--- config.mk ---
export PLATFORM = sky130hd
export DESIGN_NAME = ciexe_core
export DESIGN_NICKNAME = d
export VERILOG_FILES = /design/src/rtl/ciexe_core.v
export VERILOG_INCLUDE_DIRS = /design/src /design/src/rtl
export SDC_FILE = /design/constraint.sdc
export NUM_CORES = 2
export LEC_CHECK = 0
export BUFFER_PORTS_ARGS = -buffer_cell sky130_fd_sc_hd__buf_2
export CAP_MARGIN = 5
export CORE_MARGIN = 1
export CORE_UTILIZATION = 55
export DETAILED_ROUTE_END_ITERATION = 8
export HOLD_SLACK_MARGIN = 0.06
export PLACE_DENSITY = 0.74
export SYNTH_ARGS = -nofsm -noshare
export SYNTH_HDL_FRONTEND = slang
export SYNTH_SLANG_ARGS = --single-unit
export TNS_END_PERCENT = 10
--- constraint.sdc ---
create_clock -name hclk -period 8.4 [get_ports hclk]
set_input_delay 1.26 -clock hclk [delete_from_list [all_inputs] [get_ports hclk]]
set_output_delay 1.26 -clock hclk [all_outputs]
set_load 0.02 [all_outputs]
--- src/rtl/ciexe_consts.vh ---
// Purpose: Constants for the instruction execute slice
// Assumes: Included by the core and by its bench
// Notes: Byte offsets on the AHB-Lite bus, one word each
`ifndef CIEXE_CONSTS_VH
`define CIEXE_CONSTS_VH

// Register byte offsets
`define CIEXE_OFS_CMD 8'h00
`define CIEXE_OFS_ACC 8'h04
`define CIEXE_OFS_STATUS 8'h08
`define CIEXE_OFS_FADDR 8'h0C
`define CIEXE_OFS_FDATA 8'h10
`define CIEXE_OFS_DIR 8'h14
`define CIEXE_OFS_WDT 8'h18
`define CIEXE_OFS_WAKE 8'h1C

// Command word field positions
`define CIEXE_CMD_OP_LSB 0
`define CIEXE_CMD_FA_LSB 4
`define CIEXE_CMD_DST_BIT 11
`define CIEXE_CMD_LIT_LSB 12

// Operation codes
`define CIEXE_OP_NOP 4'h0
`define CIEXE_OP_ROT 4'h1
`define CIEXE_OP_LSUB 4'h2
`define CIEXE_OP_RSUB 4'h3
`define CIEXE_OP_RSUBB 4'h4
`define CIEXE_OP_SWAP 4'h5
`define CIEXE_OP_DIR 4'h6
`define CIEXE_OP_XORL 4'h7
`define CIEXE_OP_SLEEP 4'h8

// Status bit positions
`define CIEXE_ST_C 0
`define CIEXE_ST_DC 1
`define CIEXE_ST_Z 2
`define CIEXE_ST_TO 3
`define CIEXE_ST_PD 4
`define CIEXE_ST_SLP 5

// Direction register select operands
`define CIEXE_DIR_A 7'h05
`define CIEXE_DIR_B 7'h06
`define CIEXE_DIR_C 7'h07

// Reset values and the word hsize code
`define CIEXE_RST_DIR 8'hFF
`define CIEXE_RST_TO 1'b1
`define CIEXE_RST_PD 1'b1
`define CIEXE_HSIZE_WORD 3'h2
`endif

--- src/rtl/ciexe_core.v ---
// Purpose: Execute slice of an 8-bit core behind an AHB-Lite slave
// Assumes: Single clock hclk, async active-low reset, word accesses only
// Notes: A write to the command register runs one instruction at once, and is ignored while asleep
`timescale 1ns/1ps
`include "ciexe_consts.vh"

module ciexe_core #(
    parameter FILE_DEPTH = 128,
    parameter PRE_W = 8,
    parameter WDT_W = 8
) (
    // Clock and reset
    input wire hclk,
    input wire hresetn,
    // AHB-Lite slave
    input wire hsel,
    input wire [31:0] haddr,
    input wire [1:0] htrans,
    input wire hwrite,
    input wire [2:0] hsize,
    input wire [31:0] hwdata,
    input wire hready,
    output reg [31:0] hrdata,
    output reg hreadyout,
    output reg hresp,
    // Core side outputs
    output reg [7:0] port_a_direction,
    output reg [7:0] port_b_direction,
    output reg [7:0] port_c_direction,
    output reg sleep_state
);

    // Bus data phase bookkeeping
    reg pend_wr_r;
    reg pend_rd_r;
    reg [7:0] addr_r;
    reg addr_hit_r;

    // Core architectural state
    reg [7:0] acc_r;
    reg carry_r;
    reg nibble_carry_flag_r;
    reg zero_r;
    reg watchdog_expiry_bit_r;
    reg sleep_entered_bit_r;
    reg [6:0] faddr_r;
    reg [19:0] cmd_r;
    reg [7:0] file_mem [0:FILE_DEPTH-1];

    // Watchdog
    reg [PRE_W-1:0] prescaler_r;
    reg [WDT_W-1:0] watchdog_counter_r;

    // Decoded command fields from the write data
    wire [3:0] op = hwdata[`CIEXE_CMD_OP_LSB +: 4];
    wire [6:0] fa = hwdata[`CIEXE_CMD_FA_LSB +: 7];
    wire dst = hwdata[`CIEXE_CMD_DST_BIT];
    wire [7:0] lit = hwdata[`CIEXE_CMD_LIT_LSB +: 8];
    wire [7:0] fval = file_mem[fa];

    // Write data phase qualifiers and address phase accept
    wire wr_go = pend_wr_r & addr_hit_r;
    wire cmd_go = wr_go & (addr_r == `CIEXE_OFS_CMD) & ~sleep_state;
    wire addr_take = hsel & htrans[1] & hready;

    // Execution results
    reg [7:0] res;
    reg res_to_acc;
    reg res_to_file;
    reg upd_c;
    reg upd_dc;
    reg upd_z;
    reg new_c;
    reg new_dc;
    reg sleep_go;
    reg dir_go;
    reg [7:0] sub_a;
    reg [7:0] sub_b;
    reg sub_cin;
    reg [8:0] sub_sum;
    reg [4:0] sub_low;

    // Shared subtractor: a + ~b + cin, carry out is not-borrow
    always @* begin
        sub_a = fval;
        sub_b = acc_r;
        sub_cin = 1'b1;
        if (op == `CIEXE_OP_LSUB) begin
            sub_a = lit;
        end
        if (op == `CIEXE_OP_RSUBB) begin
            sub_cin = carry_r;
        end
        sub_sum = {1'b0, sub_a} + {1'b0, ~sub_b} + {8'h00, sub_cin};
        sub_low = {1'b0, sub_a[3:0]} + {1'b0, ~sub_b[3:0]} + {4'h0, sub_cin};
    end

    // Instruction decode and result selection
    always @* begin
        res = 8'h00;
        res_to_acc = 1'b0;
        res_to_file = 1'b0;
        upd_c = 1'b0;
        upd_dc = 1'b0;
        upd_z = 1'b0;
        new_c = carry_r;
        new_dc = nibble_carry_flag_r;
        sleep_go = 1'b0;
        dir_go = 1'b0;
        if (cmd_go) begin
            case (op)
                `CIEXE_OP_ROT: begin
                    res = {carry_r, fval[7:1]};
                    new_c = fval[0];
                    upd_c = 1'b1;
                    res_to_acc = ~dst;
                    res_to_file = dst;
                end
                `CIEXE_OP_LSUB: begin
                    res = sub_sum[7:0];
                    new_c = sub_sum[8];
                    new_dc = sub_low[4];
                    upd_c = 1'b1;
                    upd_dc = 1'b1;
                    upd_z = 1'b1;
                    res_to_acc = 1'b1;
                end
                `CIEXE_OP_RSUB, `CIEXE_OP_RSUBB: begin
                    res = sub_sum[7:0];
                    new_c = sub_sum[8];
                    new_dc = sub_low[4];
                    upd_c = 1'b1;
                    upd_dc = 1'b1;
                    upd_z = 1'b1;
                    res_to_acc = ~dst;
                    res_to_file = dst;
                end
                `CIEXE_OP_SWAP: begin
                    res = {fval[3:0], fval[7:4]};
                    res_to_acc = ~dst;
                    res_to_file = dst;
                end
                `CIEXE_OP_DIR: begin
                    dir_go = 1'b1;
                end
                `CIEXE_OP_XORL: begin
                    res = acc_r ^ lit;
                    upd_z = 1'b1;
                    res_to_acc = 1'b1;
                end
                `CIEXE_OP_SLEEP: begin
                    sleep_go = 1'b1;
                end
                default: begin
                    res = 8'h00; // Unknown codes act as no operation
                end
            endcase
        end
    end

    // Watchdog prescaler tick, one cycle enable into the counter
    wire pre_tick = &prescaler_r;
    wire wdt_ovf = pre_tick & (&watchdog_counter_r);

    // Watchdog runs always; sleep entry restarts it from zero
    always @(posedge hclk or negedge hresetn) begin
        if (!hresetn) begin
            prescaler_r <= {PRE_W{1'b0}};
            watchdog_counter_r <= {WDT_W{1'b0}};
        end else if (sleep_go) begin
            prescaler_r <= {PRE_W{1'b0}};
            watchdog_counter_r <= {WDT_W{1'b0}};
        end else begin
            prescaler_r <= prescaler_r + {{(PRE_W-1){1'b0}}, 1'b1};
            if (pre_tick) begin
                watchdog_counter_r <= watchdog_counter_r + {{(WDT_W-1){1'b0}}, 1'b1};
            end
        end
    end

    // Register file: instruction write-back or direct bus window
    always @(posedge hclk) begin
        if (res_to_file) begin
            file_mem[fa] <= res;
        end else if (wr_go && addr_r == `CIEXE_OFS_FDATA) begin
            file_mem[faddr_r] <= hwdata[7:0];
        end
    end

    // Accumulator, flags, direction registers and sleep state
    always @(posedge hclk or negedge hresetn) begin
        if (!hresetn) begin
            acc_r <= 8'h00;
            carry_r <= 1'b0;
            nibble_carry_flag_r <= 1'b0;
            zero_r <= 1'b0;
            watchdog_expiry_bit_r <= `CIEXE_RST_TO;
            sleep_entered_bit_r <= `CIEXE_RST_PD;
            sleep_state <= 1'b0;
            faddr_r <= 7'h00;
            cmd_r <= 20'h00000;
            port_a_direction <= `CIEXE_RST_DIR;
            port_b_direction <= `CIEXE_RST_DIR;
            port_c_direction <= `CIEXE_RST_DIR;
        end else begin
            if (cmd_go) begin
                cmd_r <= hwdata[19:0];
            end
            if (res_to_acc) begin
                acc_r <= res;
            end else if (wr_go && addr_r == `CIEXE_OFS_ACC) begin
                acc_r <= hwdata[7:0];
            end
            if (upd_c) begin
                carry_r <= new_c;
            end else if (wr_go && addr_r == `CIEXE_OFS_STATUS) begin
                carry_r <= hwdata[`CIEXE_ST_C];
            end
            if (upd_dc) begin
                nibble_carry_flag_r <= new_dc;
            end else if (wr_go && addr_r == `CIEXE_OFS_STATUS) begin
                nibble_carry_flag_r <= hwdata[`CIEXE_ST_DC];
            end
            if (upd_z) begin
                zero_r <= (res == 8'h00);
            end else if (wr_go && addr_r == `CIEXE_OFS_STATUS) begin
                zero_r <= hwdata[`CIEXE_ST_Z];
            end
            // Sleep entry wins over a wake; watchdog overflow wakes with expiry cleared
            if (sleep_go) begin
                watchdog_expiry_bit_r <= 1'b1;
                sleep_entered_bit_r <= 1'b0;
                sleep_state <= 1'b1;
            end else begin
                if (sleep_state && wdt_ovf) begin
                    watchdog_expiry_bit_r <= 1'b0;
                    sleep_state <= 1'b0;
                end else if (wr_go && addr_r == `CIEXE_OFS_STATUS) begin
                    watchdog_expiry_bit_r <= hwdata[`CIEXE_ST_TO];
                end
                if (wr_go && addr_r == `CIEXE_OFS_STATUS) begin
                    sleep_entered_bit_r <= hwdata[`CIEXE_ST_PD];
                end
                if (wr_go && addr_r == `CIEXE_OFS_WAKE && hwdata[0]) begin
                    sleep_state <= 1'b0;
                end
            end
            if (wr_go && addr_r == `CIEXE_OFS_FADDR) begin
                faddr_r <= hwdata[6:0];
            end
            // Out-of-range operands leave all direction registers alone
            if (dir_go) begin
                case (fa)
                    `CIEXE_DIR_A: port_a_direction <= acc_r;
                    `CIEXE_DIR_B: port_b_direction <= acc_r;
                    `CIEXE_DIR_C: port_c_direction <= acc_r;
                    default: port_a_direction <= port_a_direction;
                endcase
            end
        end
    end

    // Read mux over current state
    reg [31:0] rd_mux;
    always @* begin
        rd_mux = 32'h00000000;
        if (addr_hit_r) begin
            case (addr_r)
                `CIEXE_OFS_CMD: rd_mux = {12'h000, cmd_r};
                `CIEXE_OFS_ACC: rd_mux = {24'h000000, acc_r};
                `CIEXE_OFS_STATUS: begin
                    rd_mux[`CIEXE_ST_C] = carry_r;
                    rd_mux[`CIEXE_ST_DC] = nibble_carry_flag_r;
                    rd_mux[`CIEXE_ST_Z] = zero_r;
                    rd_mux[`CIEXE_ST_TO] = watchdog_expiry_bit_r;
                    rd_mux[`CIEXE_ST_PD] = sleep_entered_bit_r;
                    rd_mux[`CIEXE_ST_SLP] = sleep_state;
                end
                `CIEXE_OFS_FADDR: rd_mux = {25'h0000000, faddr_r};
                `CIEXE_OFS_FDATA: rd_mux = {24'h000000, file_mem[faddr_r]};
                `CIEXE_OFS_DIR: begin
                    rd_mux = {8'h00, port_c_direction, port_b_direction, port_a_direction};
                end
                `CIEXE_OFS_WDT: begin
                    rd_mux[15:8] = watchdog_counter_r[7:0];
                    rd_mux[7:0] = prescaler_r[7:0];
                end
                default: rd_mux = 32'h00000000;
            endcase
        end
    end

    // AHB-Lite slave: writes zero wait, reads one wait so data comes from a flop
    always @(posedge hclk or negedge hresetn) begin
        if (!hresetn) begin
            pend_wr_r <= 1'b0;
            pend_rd_r <= 1'b0;
            addr_r <= 8'h00;
            addr_hit_r <= 1'b0;
            hrdata <= 32'h00000000;
            hreadyout <= 1'b1;
            hresp <= 1'b0;
        end else begin
            hresp <= 1'b0;
            if (pend_rd_r) begin
                hrdata <= rd_mux;
                hreadyout <= 1'b1;
                pend_rd_r <= 1'b0;
                pend_wr_r <= 1'b0;
            end else if (addr_take) begin
                addr_r <= haddr[7:0];
                addr_hit_r <= (haddr[31:8] == 24'h000000) && (hsize == `CIEXE_HSIZE_WORD);
                pend_wr_r <= hwrite;
                pend_rd_r <= ~hwrite;
                hreadyout <= hwrite;
            end else begin
                pend_wr_r <= 1'b0;
                hreadyout <= 1'b1;
            end
        end
    end

endmodule

* After elaboration in Yosys (flattened, before gate mapping)
Memory sizes are Yosys's and may differ from the RTL's.
Cells that the tools add are included.
** Word-level totals
- Flip-flop bits (word level) :: 125
- RAM bits :: 1024
- Input bits :: 74
- Output and inout bits :: 59
- Logic and storage cells :: 155
- Memories kept :: 1
** Memories
- file_mem :: words 128, width 8, rd ports 2, clocked after memory_dff 0, wr ports 1, line ciexe_core.v:48 : reg [7:0] file_mem [0:FILE_DEPTH-1];
** Operators by class
- $add $sub $neg :: 6
- Equal/unequal tests :: 23
- Multiplexer cells :: 59
- Bitwise operators :: 13
- Reductions and logical operators :: 33
** Operator list (number)
- $mux W8 :: 8
- $pmux W10 S6 :: 1
- $mux W1 :: 43
- $pmux W6 S7 :: 1
- $eq A8 B5 Y1 const B :: 4
- $pmux W8 S4 :: 1
- $logic_not A24 Y1 :: 1
- $mux W24 :: 1
- $eq A7 B3 Y1 const B :: 3
- $add A8 B1 Y8 const B :: 2
- $eq A4 B3 Y1 const B :: 4
- $eq A8 B4 Y1 const B :: 2
- $logic_not A8 Y1 :: 2
- $pmux W8 S2 :: 1
- $reduce_and A8 Y1 :: 2
- $reduce_bool A2 Y1 :: 6
- $reduce_or A4 Y1 :: 3
- $add A8 B8 Y9 :: 1
- $add A9 B1 Y9 :: 1
- $eq A4 B2 Y1 const B :: 2
- $eq A8 B3 Y1 const B :: 1
- $logic_and A1 B1 Y1 :: 8
- $not A8 Y8 :: 1
- $reduce_and A2 Y1 :: 4
- other kinds (18) :: 31

* Depth between registers and ports, before layout
- Depth after elaboration :: 8
- Mapped depth :: 25
- Depth with buffers taken out :: 19

* Worst setup path before layout
OpenSTA, ideal clock, no wires.
- Path type :: input port to flip-flop
- From :: input hwdata[6]
- To :: memory file_mem[0][6] (data pin)
- Setup time :: 1.197 ns
- Arrival :: 7.532 ns
- Required time :: 7.203 ns
- Path slack :: -0.329 ns
- Cell stages on the path :: 21
- Buffers on the path :: 3
- Path through :: buf_2 inv_1 buf_1 clkbuf_1 mux2_2 a22oi_1 nand3_1 a211oi_1 nand2_1 o21ai_0 fa_1 inv_1 fa_1 a21o_1 a21oi_1 o21bai_1 a21oi_1 xnor2_1 a22o_1 o31ai_1 o21ai_0
** Between the ends
- Longest elaborated chain between the ends :: 7
** Ends and longest elaborated chain
- start, declared :: line ciexe_core.v:21 : input wire [31:0] hwdata,
- $mem_v2 Z128 W8
- $mux W8 :: line ciexe_core.v:88 : if (op == `CIEXE_OP_LSUB) begin
- $add A8 B8 Y9 :: line ciexe_core.v:94 : sub_sum = {1'b0, sub_a} + {1'b0, ~sub_b} + {8'h00, sub_cin};
- $add A9 B1 Y9 :: line ciexe_core.v:94
- $pmux W8 S4 :: line ciexe_core.v:111 : case (op)
- $mux W8 :: line ciexe_core.v:110 : if (cmd_go) begin
- $mux W8 (no line) *
- end, declared :: line ciexe_core.v:48
Every way passes the cells marked *; elsewhere a longest branch is shown, timed or not.

* Worst setup path in the final report
- From :: input hwdata[4]
- To :: memory file_mem[56][6] (data pin)
** Between the ends
- Longest elaborated chain between the ends :: 7
** Ends and longest elaborated chain (line)
- $mem_v2 Z128 W8 *
- $mux W8 :: ciexe_core.v:88
- $add A8 B8 Y9 :: ciexe_core.v:94
- $add A9 B1 Y9 :: ciexe_core.v:94
- $pmux W8 S4 * :: ciexe_core.v:111
- $mux W8 * :: ciexe_core.v:110
- $mux W8 (no line) *
Marks and branches as above.

==> qor.csv <==
stage;metric;value;unit
outcome;status;completed;
critical_path;path_class;in -> reg;
placed_design;place_area;0.05644;sq mm
detailed_routing;vias;32500;
pwr;p_per_area;207.5;mW/mm^2
pwr;clkPwrFrac;0.438;
clocking;cts.sinks;1141;
synth;synth_edf_count;1024;
die;num_rows;114;
timing;report.final.slew_viol_count;0;
global_route;overflow;0;
die;fp.dieW;316.1;um
pwr;p_comb_frac;0.073;
timing;tightest_slew;1.321;ns
final_layout;top_register;file_mem;
global_route;antenna_found_initial;7;
final_layout;drive_gt1_frac;0.3407;
final_layout;design_area;0.06051;sq mm
detailed_routing;dr.pass1.iters;8;
timing;fin_tns_setup;0;ns
synth;ys.flop_type;edfxtp_1;
timing;hold_viol_final;0;
synth;async_flop_share;0.1025;
pwr;ir_drop;0.1893;mV
final_layout;seq_area;0.03373;sq mm
placed_design;port_buffers;110;
critical_path;cp-start-kind;input pin;
timing;relSlewSlack;0.1097;
timing;skew;0.03012;ns
die;io_pins;133;
final_layout;final_util;0.6220;
synth;synth_area;0.05427;sq mm
pwr;p_seq_frac;0.489;
synth;synth_cell_types;77;
flow_run;cap_violations;0;
die;core;0.09728;sq mm
critical_path;end_kind;flop;
die;dieArea;0.09993;sq mm
min_path;hold_class;reg -> reg;
critical_path;crit_required;8.82;ns
detailed_routing;via_per_inst;7.244;
clocking;htree_levels;3;
synth;ys_ff_latch;1141;
clocking;cts_resized;0;
placed_design;gp_congestion;0.9551;
global_route;grt_max_degree;123;
clocking;post_cts_buffers;0;
final_layout;multi_input_area;0.01944;sq mm
synth;synth.avg_cell_area;18.06;sq um
final_layout;n_fill_cell;6733;
clocking;clk_pin_slew;0.06;ns
final_layout;largest_reg_flops;1024;
clocking;cts_buffers;116;
detailed_routing;drt-initial-drc-count;4782;
timing;rsz0062_at_grt;no;
die;start_util;0.5579;
clocking;clock_path_buffers;3;
timing;clock.fmax;144.7;MHz
critical_path;worstPathMaxFanout;60;
global_route;grt_pass1_vias;32870;
detailed_routing;drt_wl_total;160.8;mm
clocking;cts_hold_buf;0;
final_layout;reg_top3;file_mem (1024), hrdata (24), cmd_r (20);
detailed_routing;drt.antenna.violating_nets;0;
synth;yosysSeqAreaShare;0.6212;
pwr;power;12.56;mW
detailed_routing;detail_route.wl_per_cell;35.84;um
pwr;p_int;9.733;mW
clocking;cts_tree;done;
final_layout;syn2layout_area_growth;11.49;%
clocking;worstSkewPairLatency;0.73;ns
global_route;track_usage;0.3273;
pwr;switching_power;2.824;mW
die;die_h;316.1;um
global_route;grt_pass1_wl;231.6;mm
timing;min_period;6.913;ns
critical_path;arrival;7.34;ns
clocking;cts-root-buf;clkbuf_16;
final_layout;final_nets;3194;
pwr;p_leak;20.19;nW
synth;synthCells;3005;
synth;ys_warn_count;0;
detailed_routing;route.detailed.drc;0;
pwr;switching_share;0.2249;
critical_path;r2r_slack;2.56;ns
timing;min_period_over_period;0.8230;
timing;setup_viol;0;
placed_design;hpwl;104.0;mm
## logic make-up (layout without fill, tap and decap cells)
logic type	count (synthesis)	after routing	share of synthesized area
flops	1141	1141	0.6212
mux	744	744	0.2680
simple gates	506	506	0.04152
compound gates	301	301	0.03954
buf+inv	277	472	0.02294
xor+xnor	24	24	0.003873
fa+ha+maj	11	11	0.002813
other cells	1	12	0.00006910
## per-layer routing
metal	up-vias	share of wire	track usage	routed length (um)
met3	476	0.13	0.1037	20910
li1	12800	-	-	-
met1	16930	0.35	0.4357	56260
met4	6	0.052	0.1426	8320
met2	2295	0.47	0.5006	75290
met5	-	0.00016	0	25
## per-stage QoR
stage                     hold WS (ns)  cells  setup slack, ns
after CTS                       0.4805   4484            1.692
after floorplan                 0.4519   3013          -0.1648
final                           0.4828   4487            1.487
after detailed placement        0.4702   4267           0.9936
after global placement          0.4714   4267           0.9773
after global routing            0.4961   4484            1.270
## cell usage in the layout, fill, tap and decap left out, types with 10 or more instances in the layout
cell type,synthesis,routed
buf_2,20,106
mux2_2,84,84
mux4_2,559,559
nor4_1,13,11
a22oi_1,43,43
a22o_1,12,12
a222oi_1,21,21
nor2_1,209,209
o21ai_0,56,54
nand2_1,141,138
nor2b_1,15,13
buf_12,0,15
buf_4,22,85
inv_1,46,45
o22ai_1,31,31
nor3_1,24,22
nand2b_1,12,12
nand3_1,39,39
clkinv_2,0,28
dfstp_2,27,27
clkinv_1,1,19
dfrtp_1,90,86
a31oi_1,10,10
bufinv_16,0,22
xor2_1,17,17
a21oi_1,35,35
mux2i_1,101,101
clkbuf_1,133,15
clkbuf_16,0,117
edfxtp_1,1024,1024
a221oi_1,22,22
## power by group through the flow
stage                     clock, mW  combinational [mW]  sequential, mW
after floorplan                   0               0.588            6.23
after global placement            0               0.878            6.26
after detailed placement          0               0.884            6.26
after CTS                      5.53               0.888            6.14
after global routing           5.74               0.936            6.14
final                          5.50               0.912            6.14
## synth_stat cells (5+ instances only)
library cell,n,area (sq um)
nor4_1,13,81.33
nand3_1,39,195.2
o22ai_1,31,193.9
o21a_1,5,37.54
buf_6,13,146.4
and2_1,5,31.28
a22o_1,12,105.1
mux2i_1,101,1011
buf_1,42,157.7
a222oi_1,21,210.2
nand3b_1,5,37.54
a32oi_1,5,43.79
o31ai_1,7,52.55
nor3_1,24,120.1
buf_4,22,165.2
nand4_1,9,56.30
nand2b_1,12,75.07
clkbuf_1,133,499.2
a31oi_1,10,62.56
o21ai_0,56,280.3
a22oi_1,43,322.8
a211oi_1,6,45.04
or3_1,9,56.30
o2111ai_1,5,43.79
a21oi_1,35,175.2
dfstp_2,27,709.4
xor2_1,17,148.9
mux4_2,559,12590
xnor2_1,7,61.31
nor2b_1,15,93.84
edfxtp_1,1024,30750
inv_1,46,172.7
buf_2,20,100.1
nand2_1,141,529.3
and3_1,8,50.05
ha_1,9,112.6
a21o_1,6,45.04
nor2_1,209,784.5
dfrtp_1,90,2252
a221oi_1,22,192.7
mux2_2,84,945.9
## critical path, cell delays in order
cell and delay (ns):
buf_8 0.48, buf_4 0.48, mux4_2 0.56, o22ai_1 0.49
a21oi_1 0.28, a211oi_1 0.32, buf_4 0.23, nand2_1 0.07
o21ai_0 0.11, fa_1 0.25, inv_1 0.07, fa_1 0.44
a21o_1 0.18, a21oi_1 0.21, o21bai_1 0.10, a21oi_1 0.22
xnor2_1 0.09, a22o_1 0.27, o31ai_1 0.28, buf_4 0.18
o21ai_4 0.24, buf_12 0.31
## final cells by class
cell class	instances	share of cell area
Timing Repair Buffer	208	0.02477
Sequential cell	1141	0.5574
Inverter	47	0.002936
Tap cell	1276	0.02639
Clock buffer	134	0.04967
Antenna cell	3	0.0001241
Multi-Input combinational cell	1595	0.3213
Clock inverter	83	0.01737
## final timing paths
| kind | startpoint | to | depth (start not counted) |
|---|---|---|---|
| max | hwdata[4] | file_mem[56][6]$_DFFE_PP_ | 22 |
| min | sleep_entered_bit_r$_DFFE_PN1P_ | sleep_entered_bit_r$_DFFE_PN1P_ | 2 |
| max reg2reg | file_mem[55][0]$_DFFE_PP_ | file_mem[56][6]$_DFFE_PP_ | 21 |
| min reg2reg | sleep_entered_bit_r$_DFFE_PN1P_ | sleep_entered_bit_r$_DFFE_PN1P_ | 2 |
| max in group asynchronous | hresetn | faddr_r[0]$_DFFE_PN0P_ | 2 |
| min in group asynchronous | hresetn | cmd_r[13]$_DFFE_PN0P_ | 1 |
(Power assumes the default switching activity.)
